<file path="src/verilog/mprc_pkg.sv">
// Package of constants and types shared by both ends of the modem power route control.
package mprc_pkg;

   // ----------------------------------------------------------------------
   // Clock and timing
   // ----------------------------------------------------------------------
   localparam int unsigned CLK_HZ          = 50_000_000;
   localparam int unsigned HOST_BOOT_US    = 20;
   localparam int unsigned HOST_BOOT_CYC   = (HOST_BOOT_US * (CLK_HZ / 1_000_000));
   localparam int unsigned BOOT_CNT_W      = 16;

   // ----------------------------------------------------------------------
   // Register map of the device end
   // ----------------------------------------------------------------------
   localparam logic [11:0] CTRL_OFS        = 12'h000;
   localparam logic [11:0] STATUS_OFS      = 12'h004;
   localparam int unsigned CTRL_MODEM_EN   = 0;
   localparam int unsigned CTRL_BOOT_SEL   = 1;
   localparam int unsigned CTRL_ROUTE_LSB  = 2;
   localparam int unsigned CTRL_BOOT_GO    = 4;
   localparam int unsigned CTRL_HOST_OFF   = 5;
   localparam logic [31:0] CTRL_RESET      = 32'h0000_0000;
   localparam int unsigned STAT_HOST_ON    = 0;
   localparam int unsigned STAT_POWER_GOOD = 1;
   localparam int unsigned STAT_MODEM_PWR  = 2;
   localparam int unsigned STAT_SEL_LSB    = 3;
   localparam int unsigned STAT_BOOT_LSB   = 6;

   // ----------------------------------------------------------------------
   // Routing select port bits
   // ----------------------------------------------------------------------
   localparam int unsigned SEL_MICRO_HOST_BIT  = 2;
   localparam int unsigned SEL_MODEM_MICRO_BIT = 3;
   localparam int unsigned SEL_MODEM_HOST_BIT  = 4;

   // ----------------------------------------------------------------------
   // Fixed addresses and settings used by the far side
   // ----------------------------------------------------------------------
   localparam logic [6:0]  I2C_ADDR_MON_5V     = 7'h45;
   localparam logic [6:0]  I2C_ADDR_MON_BOOST  = 7'h46;
   localparam logic [6:0]  I2C_ADDR_MON_GPS    = 7'h47;
   localparam logic [6:0]  I2C_ADDR_MON_PREREG = 7'h48;
   localparam logic [6:0]  I2C_ADDR_GPS        = 7'h21;
   localparam logic [15:0] CAL_MON_5V          = 16'h001F;
   localparam logic [15:0] CAL_MON_BOOST       = 16'h001F;
   localparam logic [15:0] CAL_MON_GPS         = 16'h0400;
   localparam int unsigned BAUD_GPS            = 9600;
   localparam int unsigned BAUD_MODEM          = 19200;

   // ----------------------------------------------------------------------
   // Types
   // ----------------------------------------------------------------------
   typedef enum logic [1:0] {
      ROUTE_NONE        = 2'b00,
      ROUTE_MICRO_HOST  = 2'b01,
      ROUTE_MODEM_MICRO = 2'b10,
      ROUTE_MODEM_HOST  = 2'b11
   } mprc_route_t;

   typedef enum logic [1:0] {
      BOOT_IDLE  = 2'b00,
      BOOT_ROUTE = 2'b01,
      BOOT_WAIT  = 2'b10,
      BOOT_RUN   = 2'b11
   } mprc_boot_t;

   typedef enum logic [1:0] {
      HOST_OFF     = 2'b00,
      HOST_START   = 2'b01,
      HOST_RUNNING = 2'b10
   } mprc_host_t;

endpackage : mprc_pkg

</file>
<file path="src/verilog/mprc_link_if.sv">
// Interface joining the module controller end and the host computer end.
`timescale 1ns/1ps
interface mprc_link_if;
   logic host_power_on;
   logic boot_sel;
   logic host_power_good;
   logic host_status_on;
   logic host_modem_en;
   logic sel_micro_host;
   logic sel_modem_micro;
   logic sel_modem_host;

   modport dev (
      output host_power_on,
      output boot_sel,
      output sel_micro_host,
      output sel_modem_micro,
      output sel_modem_host,
      input  host_power_good,
      input  host_status_on,
      input  host_modem_en
   );

   modport host (
      input  host_power_on,
      input  boot_sel,
      input  sel_micro_host,
      input  sel_modem_micro,
      input  sel_modem_host,
      output host_power_good,
      output host_status_on,
      output host_modem_en
   );
endinterface : mprc_link_if

</file>
<file path="src/verilog/mprc_sync.sv">
// Two flip-flop synchroniser for a group of levels.
`timescale 1ns/1ps
module mprc_sync #(
   parameter int unsigned W = 1
) (
   input  wire logic         i_clk,
   input  wire logic         i_rst,
   input  wire logic [W-1:0] i_d,
   output logic      [W-1:0] o_q
);
   typedef struct packed {
      logic [W-1:0] stage1;
      logic [W-1:0] stage2;
   } mprc_sync_st_t;

   mprc_sync_st_t st;
   mprc_sync_st_t next_st;

   always_comb begin
      next_st        = st;
      next_st.stage1 = i_d;
      next_st.stage2 = st.stage1;
   end

   always_ff @(posedge i_clk or posedge i_rst) begin
      if (i_rst) begin
         st <= '0;
      end else begin
         st <= next_st;
      end
   end

   assign o_q = st.stage2;
endmodule : mprc_sync

</file>
<file path="src/verilog/mprc_dev_end.sv">
// Module controller end: APB registers, modem supply select, host boot and serial routing.
//
// Register access over APB and the placing of the registers were chosen for this implementation.
`timescale 1ns/1ps
// Behaviour
// Supply enables are active high.
// Host on: modem supply follows host line.
// Host off: modem supply follows micro line.
// Boost supply has no enable output here.
// Boot starts with boot select and power-on.
// Host running only after power good.
// Route micro to host before power-on.
// Three select outputs at bits two to four.
// Bit2 micro-host, bit3 modem-micro, bit4 modem-host.
// Monitor I2C addresses 0x45, 0x46, 0x47.
// Pre-regulator 0x48, GPS receiver 0x21.
// Calibration 31, 31 and 1024.
// Host serial 9600 GPS, 19200 modem.
// No select driven defaults to micro-modem.
// At most one select bit at once.
// Host inputs pass two synchroniser flip-flops.
module mprc_dev_end (
   input  wire logic        I_REF_CLK,
   input  wire logic        I_RST,
   mprc_link_if.dev         LINK,
   input  wire logic        i_PSEL,
   input  wire logic        i_PENABLE,
   input  wire logic        i_PWRITE,
   input  wire logic [11:0] i_PADDR,
   input  wire logic [31:0] i_PWDATA,
   output logic      [31:0] o_PRDATA,
   output logic             o_PREADY,
   output logic             o_PSLVERR,
   output logic             o_MODEM_PWR_EN,
   output logic       [4:0] o_PORT_SEL
);
   typedef struct packed {
      logic                 micro_modem_en;
      logic                 boot_sel_cfg;
      mprc_pkg::mprc_route_t route_cfg;
      mprc_pkg::mprc_boot_t  boot;
      mprc_pkg::mprc_route_t route;
      logic                 power_on;
      logic                 boot_sel;
      logic                 modem_pwr;
      logic [31:0]          rdata;
      logic                 slverr;
   } mprc_dev_st_t;

   mprc_dev_st_t st;
   mprc_dev_st_t next_st;
   logic   [2:0] host_sync;
   logic         host_on;
   logic         host_pgood;
   logic         host_modem;
   logic         apb_access;
   logic         hit_ctrl;
   logic         hit_stat;
   logic   [2:0] sel_vec;
   logic         rd_setup;
   logic         wr_ctrl;
   logic         boot_go;
   logic         host_off;

   // ----------------------------------------------------------------------
   // Input synchronisers
   // ----------------------------------------------------------------------
   mprc_sync #(
      .W (3)
   ) u_sync (
      .i_clk (I_REF_CLK),
      .i_rst (I_RST),
      .i_d   ({LINK.host_status_on, LINK.host_power_good, LINK.host_modem_en}),
      .o_q   (host_sync)
   );

   assign host_on    = host_sync[2];
   assign host_pgood = host_sync[1];
   assign host_modem = host_sync[0];

   // ----------------------------------------------------------------------
   // Register decode
   // ----------------------------------------------------------------------
   assign apb_access = i_PSEL && i_PENABLE;
   assign hit_ctrl   = (i_PADDR == mprc_pkg::CTRL_OFS);
   assign hit_stat   = (i_PADDR == mprc_pkg::STATUS_OFS);
   assign rd_setup   = i_PSEL && !i_PENABLE;
   assign wr_ctrl    = apb_access && i_PWRITE && hit_ctrl;
   assign boot_go    = wr_ctrl && i_PWDATA[mprc_pkg::CTRL_BOOT_GO];
   assign host_off   = wr_ctrl && i_PWDATA[mprc_pkg::CTRL_HOST_OFF];

   // ----------------------------------------------------------------------
   // Routing select decode
   // ----------------------------------------------------------------------
   // A two-bit code can name only one pairing, so no two selects can ever meet.
   always_comb begin
      sel_vec = 3'b000;
      case (st.route)
         mprc_pkg::ROUTE_MICRO_HOST:  sel_vec = 3'b001;
         mprc_pkg::ROUTE_MODEM_MICRO: sel_vec = 3'b010;
         mprc_pkg::ROUTE_MODEM_HOST:  sel_vec = 3'b100;
         mprc_pkg::ROUTE_NONE:        sel_vec = 3'b000;
         default:                     sel_vec = 3'b000;
      endcase
   end

   always_comb begin
      next_st        = st;
      next_st.rdata  = '0;
      next_st.slverr = 1'b0;

      // ---------------------------------------------------------------------
      // Register access
      // ---------------------------------------------------------------------
      // Read data are latched in the setup cycle, so every access ends without a wait state.
      if (rd_setup) begin
         if (!i_PWRITE && hit_ctrl) begin
            next_st.rdata[mprc_pkg::CTRL_MODEM_EN]  = st.micro_modem_en;
            next_st.rdata[mprc_pkg::CTRL_BOOT_SEL]  = st.boot_sel_cfg;
            next_st.rdata[mprc_pkg::CTRL_ROUTE_LSB +: 2] = st.route_cfg;
         end else if (!i_PWRITE && hit_stat) begin
            next_st.rdata[mprc_pkg::STAT_HOST_ON]    = host_on;
            next_st.rdata[mprc_pkg::STAT_POWER_GOOD] = host_pgood;
            next_st.rdata[mprc_pkg::STAT_MODEM_PWR]  = st.modem_pwr;
            next_st.rdata[mprc_pkg::STAT_SEL_LSB +: 3] = sel_vec;
            next_st.rdata[mprc_pkg::STAT_BOOT_LSB +: 2] = st.boot;
         end else if (!(i_PWRITE && hit_ctrl)) begin
            next_st.slverr = 1'b1;
         end
      end
      if (wr_ctrl) begin
         next_st.micro_modem_en = i_PWDATA[mprc_pkg::CTRL_MODEM_EN];
         next_st.boot_sel_cfg   = i_PWDATA[mprc_pkg::CTRL_BOOT_SEL];
         next_st.route_cfg      = mprc_pkg::mprc_route_t'(i_PWDATA[mprc_pkg::CTRL_ROUTE_LSB +: 2]);
      end

      // ---------------------------------------------------------------------
      // Modem supply select
      // ---------------------------------------------------------------------
      // The host's wish counts only once its status has passed the synchroniser.
      if (host_on) begin
         next_st.modem_pwr = host_modem;
      end else begin
         next_st.modem_pwr = st.micro_modem_en;
      end

      // ---------------------------------------------------------------------
      // Host boot sequence
      // ---------------------------------------------------------------------
      case (st.boot)
         mprc_pkg::BOOT_IDLE: begin
            next_st.power_on = 1'b0;
            next_st.route    = st.route_cfg;
            if (boot_go) begin
               next_st.route    = mprc_pkg::ROUTE_MICRO_HOST;
               next_st.boot_sel = i_PWDATA[mprc_pkg::CTRL_BOOT_SEL];
               next_st.boot     = mprc_pkg::BOOT_ROUTE;
            end
         end
         mprc_pkg::BOOT_ROUTE: begin
            // The route has stood one full cycle before power-on rises.
            next_st.power_on = 1'b1;
            next_st.boot     = mprc_pkg::BOOT_WAIT;
         end
         mprc_pkg::BOOT_WAIT: begin
            if (host_pgood) begin
               next_st.boot = mprc_pkg::BOOT_RUN;
            end
         end
         mprc_pkg::BOOT_RUN: begin
            next_st.route = st.route_cfg;
         end
         default: begin
            next_st.boot = mprc_pkg::BOOT_IDLE;
         end
      endcase
      // Power-off wins over every busy state; boot select falls with power-on so that the
      // host never meets a stale boot choice at its next start.
      if (st.boot != mprc_pkg::BOOT_IDLE && host_off) begin
         next_st.boot     = mprc_pkg::BOOT_IDLE;
         next_st.power_on = 1'b0;
         next_st.boot_sel = 1'b0;
      end
   end

   always_ff @(posedge I_REF_CLK or posedge I_RST) begin
      if (I_RST) begin
         st <= '0;
      end else begin
         st <= next_st;
      end
   end

   // ----------------------------------------------------------------------
   // Outputs
   // ----------------------------------------------------------------------
   assign o_PRDATA  = st.rdata;
   // No wait states: the read word already stands when the access phase begins.
   assign o_PREADY  = 1'b1;
   assign o_PSLVERR = st.slverr;

   // Only the modem supply enable is driven; the boost supply belongs to the modem.
   assign o_MODEM_PWR_EN = st.modem_pwr;
   assign o_PORT_SEL     = {sel_vec, 2'b00};

   assign LINK.host_power_on   = st.power_on;
   assign LINK.boot_sel        = st.boot_sel;
   assign LINK.sel_micro_host  = sel_vec[0];
   assign LINK.sel_modem_micro = sel_vec[1];
   assign LINK.sel_modem_host  = sel_vec[2];
endmodule : mprc_dev_end

</file>
<file path="src/flat_wrapper.sv">
// flat-port wrapper written by rule: the top's interface ports become plain ports
module mprc_dev_end_flat 
  (I_REF_CLK, I_RST, i_PSEL, i_PENABLE, i_PWRITE, i_PADDR, i_PWDATA, o_PRDATA, o_PREADY, o_PSLVERR, o_MODEM_PWR_EN, o_PORT_SEL, LINK_host_power_on, LINK_boot_sel, LINK_sel_micro_host, LINK_sel_modem_micro, LINK_sel_modem_host, LINK_host_power_good, LINK_host_status_on, LINK_host_modem_en);
  mprc_link_if LINK_i ();
  input  wire logic I_REF_CLK;
  input  wire logic I_RST;
  input  wire logic i_PSEL;
  input  wire logic i_PENABLE;
  input  wire logic i_PWRITE;
  input  wire logic [11:0] i_PADDR;
  input  wire logic [31:0] i_PWDATA;
  output logic      [31:0] o_PRDATA;
  output logic o_PREADY;
  output logic o_PSLVERR;
  output logic o_MODEM_PWR_EN;
  output logic       [4:0] o_PORT_SEL;
  output wire logic [$bits(LINK_i.host_power_on)-1:0] LINK_host_power_on;
  output wire logic [$bits(LINK_i.boot_sel)-1:0] LINK_boot_sel;
  output wire logic [$bits(LINK_i.sel_micro_host)-1:0] LINK_sel_micro_host;
  output wire logic [$bits(LINK_i.sel_modem_micro)-1:0] LINK_sel_modem_micro;
  output wire logic [$bits(LINK_i.sel_modem_host)-1:0] LINK_sel_modem_host;
  input wire logic [$bits(LINK_i.host_power_good)-1:0] LINK_host_power_good;
  input wire logic [$bits(LINK_i.host_status_on)-1:0] LINK_host_status_on;
  input wire logic [$bits(LINK_i.host_modem_en)-1:0] LINK_host_modem_en;
  assign LINK_host_power_on = LINK_i.host_power_on;
  assign LINK_boot_sel = LINK_i.boot_sel;
  assign LINK_sel_micro_host = LINK_i.sel_micro_host;
  assign LINK_sel_modem_micro = LINK_i.sel_modem_micro;
  assign LINK_sel_modem_host = LINK_i.sel_modem_host;
  assign LINK_i.host_power_good = LINK_host_power_good;
  assign LINK_i.host_status_on = LINK_host_status_on;
  assign LINK_i.host_modem_en = LINK_host_modem_en;
  mprc_dev_end u_core (.I_REF_CLK(I_REF_CLK), .I_RST(I_RST), .LINK(LINK_i), .i_PSEL(i_PSEL), .i_PENABLE(i_PENABLE), .i_PWRITE(i_PWRITE), .i_PADDR(i_PADDR), .i_PWDATA(i_PWDATA), .o_PRDATA(o_PRDATA), .o_PREADY(o_PREADY), .o_PSLVERR(o_PSLVERR), .o_MODEM_PWR_EN(o_MODEM_PWR_EN), .o_PORT_SEL(o_PORT_SEL));
endmodule
</file>
<file path="config.mk">
export PLATFORM = sky130hd
export DESIGN_NAME = mprc_dev_end_flat
export DESIGN_NICKNAME = d
export VERILOG_FILES = /design/src/verilog/mprc_pkg.sv /design/src/verilog/mprc_link_if.sv /design/src/verilog/mprc_sync.sv /design/src/verilog/mprc_dev_end.sv /design/src/flat_wrapper.sv
export SDC_FILE = /design/constraint.sdc
export NUM_CORES = 1
export LEC_CHECK = 0
export ABC_AREA = 1
export BUFFER_PORTS_ARGS = -buffer_cell sky130_fd_sc_hd__buf_2
export CAP_MARGIN = 40
export CORE_AREA = 4 4 66 68
export DETAILED_ROUTE_END_ITERATION = 8
export DIE_AREA = 0 0 70 72
export PLACE_DENSITY = 0.8
export SYNTH_ARGS = -nofsm -noshare
export SYNTH_HDL_FRONTEND = slang
export SYNTH_HIERARCHICAL = 1
export SYNTH_SLANG_ARGS = --single-unit
</file>
<file path="constraint.sdc">
create_clock -name I_REF_CLK -period 1.8 [get_ports I_REF_CLK]
set_input_delay 0.36 -clock I_REF_CLK [delete_from_list [all_inputs] [get_ports I_REF_CLK]]
set_output_delay 0.36 -clock I_REF_CLK [all_outputs]
set_load 0.01 [all_outputs]
</file>
==> run metrics <==
clock-pin slew on the worst setup and hold paths=80 ps; drt pass-1 iters=5; post-cts sizing count=0; Clock Tree Buf Depth=2; synth top area cells=dfrtp_1 (42%), buf_4 (19%), nand2_1 (7.8%), inv_1 (5.6%), nor2_1 (3.7%); min-delay worst type=input pin to flop; max frequency=0.670 GHz; core footprint=3860 sq um; Design Power=1.00 mW; first-pass GRT wire length=4.55 mm; met2 GRT Util=21.5%; crit share post-route=82.9%; Yosys cell types=25; clock sinks=26; diode count=0; initial core utilization=39.8%; Vias=1100; worst skew pair latency=260 ps; final hold vios=0; most frequent cells in the layout=buf_2 (43), nand2_1 (32), conb_1 (27); VDD IR-drop max=0.000474 V; pin count of the biggest net entering global routing=21; Design Area, Final=1680 sq um; initial antenna violation count=0; final setup fails=0; IO buf count=43; max-cap violations=0; chip height=72 microns; Post-DP HPWL=2.28 mm; most crowded layer after global routing=met2; #FFs+latches synth=26; Critical Path Fanout Max=6; drt total wl=2.74 mm; status=completed; Synth Warn #=6; vias in the first global route=1067; crit end category=flop; Cell Area, Synth=1540 sq um; fill count=409; RSZ-0062 raised after global routing=no; most common cell after layout, fill and taps aside=buf_2; Num CTS Buffers=3; worst hold slack=197 ps; area leader, netlist=dfrtp_1; I/O Pins=97; DR DRC count=0; row count=23; max-slew violations=0; Detail Route Antenna Nets=0; Final Skew=2.76 ps; static leakage=0.998 nW; met3 Track Usage GR=3.74%; reg2reg path depth=8; WL/cell=10.3 microns; Req. time, crit path=1960 ps; WP data arrival=1650 ps; P&R area growth vs syn=9.45%; placed inst area=1630 sq um; GRT Util Overall=11.1%; Die W=70 microns; GRT overflow=0; Via density=4.12; Fin Setup TNS=0 ps; TritonCTS clock tree=done; Iter 0 DRT Violations=36; Final min period=1490 ps; post-layout util=43.6%; Setup crit start kind=flop; H-tree depth=1; die area=5040 sq um; R2R Setup Slk=310 ps; post-synthesis cell count=182; nets=275; syn_area_per_cell=8.44 sq um; CTS Root Cell=clkbuf_8; Routability Congestion=0.800; critical path class=flop to flop; PD cells=596 nW/um^2; top cell type's share of synthesized area=42.4%; post-synthesis sequential area ratio=42.4%; share of layout cells above drive strength 1=27.6%; WHS Path Cells=1; grt met1 use=11.5%
## power by group
| part | switching, mW | internal, mW |
|---|---|---|
| Clock | 0.158 | 0.149 |
| Combinational | 0.0656 | 0.0318 |
| Sequential | 0.00403 | 0.593 |
| Total | 0.228 | 0.774 |
## Yosys cell counts
library cell	n
ha_1	4
nand3_1	9
nand4_1	2
o21ai_1	3
nand2_2	3
nor3_1	3
nand2_4	1
dfrtp_1	26
nor4_1	1
or2_4	1
nor2_4	2
nand3_2	1
or2_1	1
inv_2	2
conb_1	2
a31oi_1	1
o21ai_0	3
buf_4	38
nor2_1	15
inv_1	23
nand2_1	32
nor2_8	2
o21bai_1	1
nor2_2	1
a21oi_1	5
## path summary, 6_finish.rpt
kind | startpoint | endpoint
setup reg to reg | u_core/st[38]$_DFFE_PP0P_ | u_core/st[39]$_DFFE_PP0P_
setup / recovery | u_core/st[38]$_DFFE_PP0P_ | u_core/st[39]$_DFFE_PP0P_
hold / removal | LINK_host_status_on | u_core/u_sync/next_st[2]$_DFF_PP0_
max in group asynchronous | I_RST | u_core/o_PRDATA[5]$_DFF_PP0_
hold reg to reg | u_core/u_sync/next_st[2]$_DFF_PP0_ | u_core/u_sync/o_q[2]$_DFF_PP0_
min in group asynchronous | I_RST | u_core/u_sync/next_st[1]$_DFF_PP0_
## registers in the layout, summed over array words and instances, names as in the netlist
signal and flops:
u_core/st 8, u_core/o_PRDATA 8, u_core/o_PSLVERR 1, u_core/u_sync/o_q 3, u_core/u_sync/next_st 3, u_core/LINK.boot_sel 1, u_core/LINK.host_power_on 1, u_core/o_MODEM_PWR_EN 1
## layer usage
| layer | vias up | routed length, microns |
|---|---|---|
| met5 | - | 0 |
| met4 | 0 | 13 |
| met3 | 2 | 240 |
| met2 | 39 | 1460 |
| met1 | 495 | 1020 |
| li1 | 564 | - |
## cell families (layout without fill, tap and decap cells)
group / Yosys count / count (layout) / synth area share [%]
AND/OR/NAND/NOR: 74 / 74 / 24.7
buffers and inverters: 63 / 73 / 24.7
flip-flops: 26 / 26 / 42.4
AO/OA/AOI/OAI: 13 / 13 / 4.48
adder cells (fa/ha/maj): 4 / 4 / 3.26
other: 2 / 27 / 0.489
## metrics by stage
step	setup slack, ps	instances
after floorplan	423	207
after global placement	216	263
after detailed placement	178	263
after CTS	292	267
after global routing	153	267
final	308	267
## worst max-delay path: stages, from the launching register on
cell	delay, ps
dfrtp_1	440
inv_1	110
ha_1	270
nor2_1	190
nand3_1	110
nand3_2	110
nand2_2	50
nand2_1	60
nand2_1	50
## timing repair
item / in CTS / in global routing
endpoints found under the hold margin: 6 / 0
setup endpoints to repair: 0 / 0
buffers inserted: 0 / 0
hold buffers: 1 / 0
## area by class of cell
class	count	area, sq um	share of cell area (%)
clock buffers	3	41.3	2.46
well taps	50	62.6	3.72
multi-input cells	118	599	35.7
repair buffers	45	233	13.8
inverters	25	93.8	5.58
flip-flops and latches	26	651	38.7
Note: power is estimated with default switching activity, not from simulation.
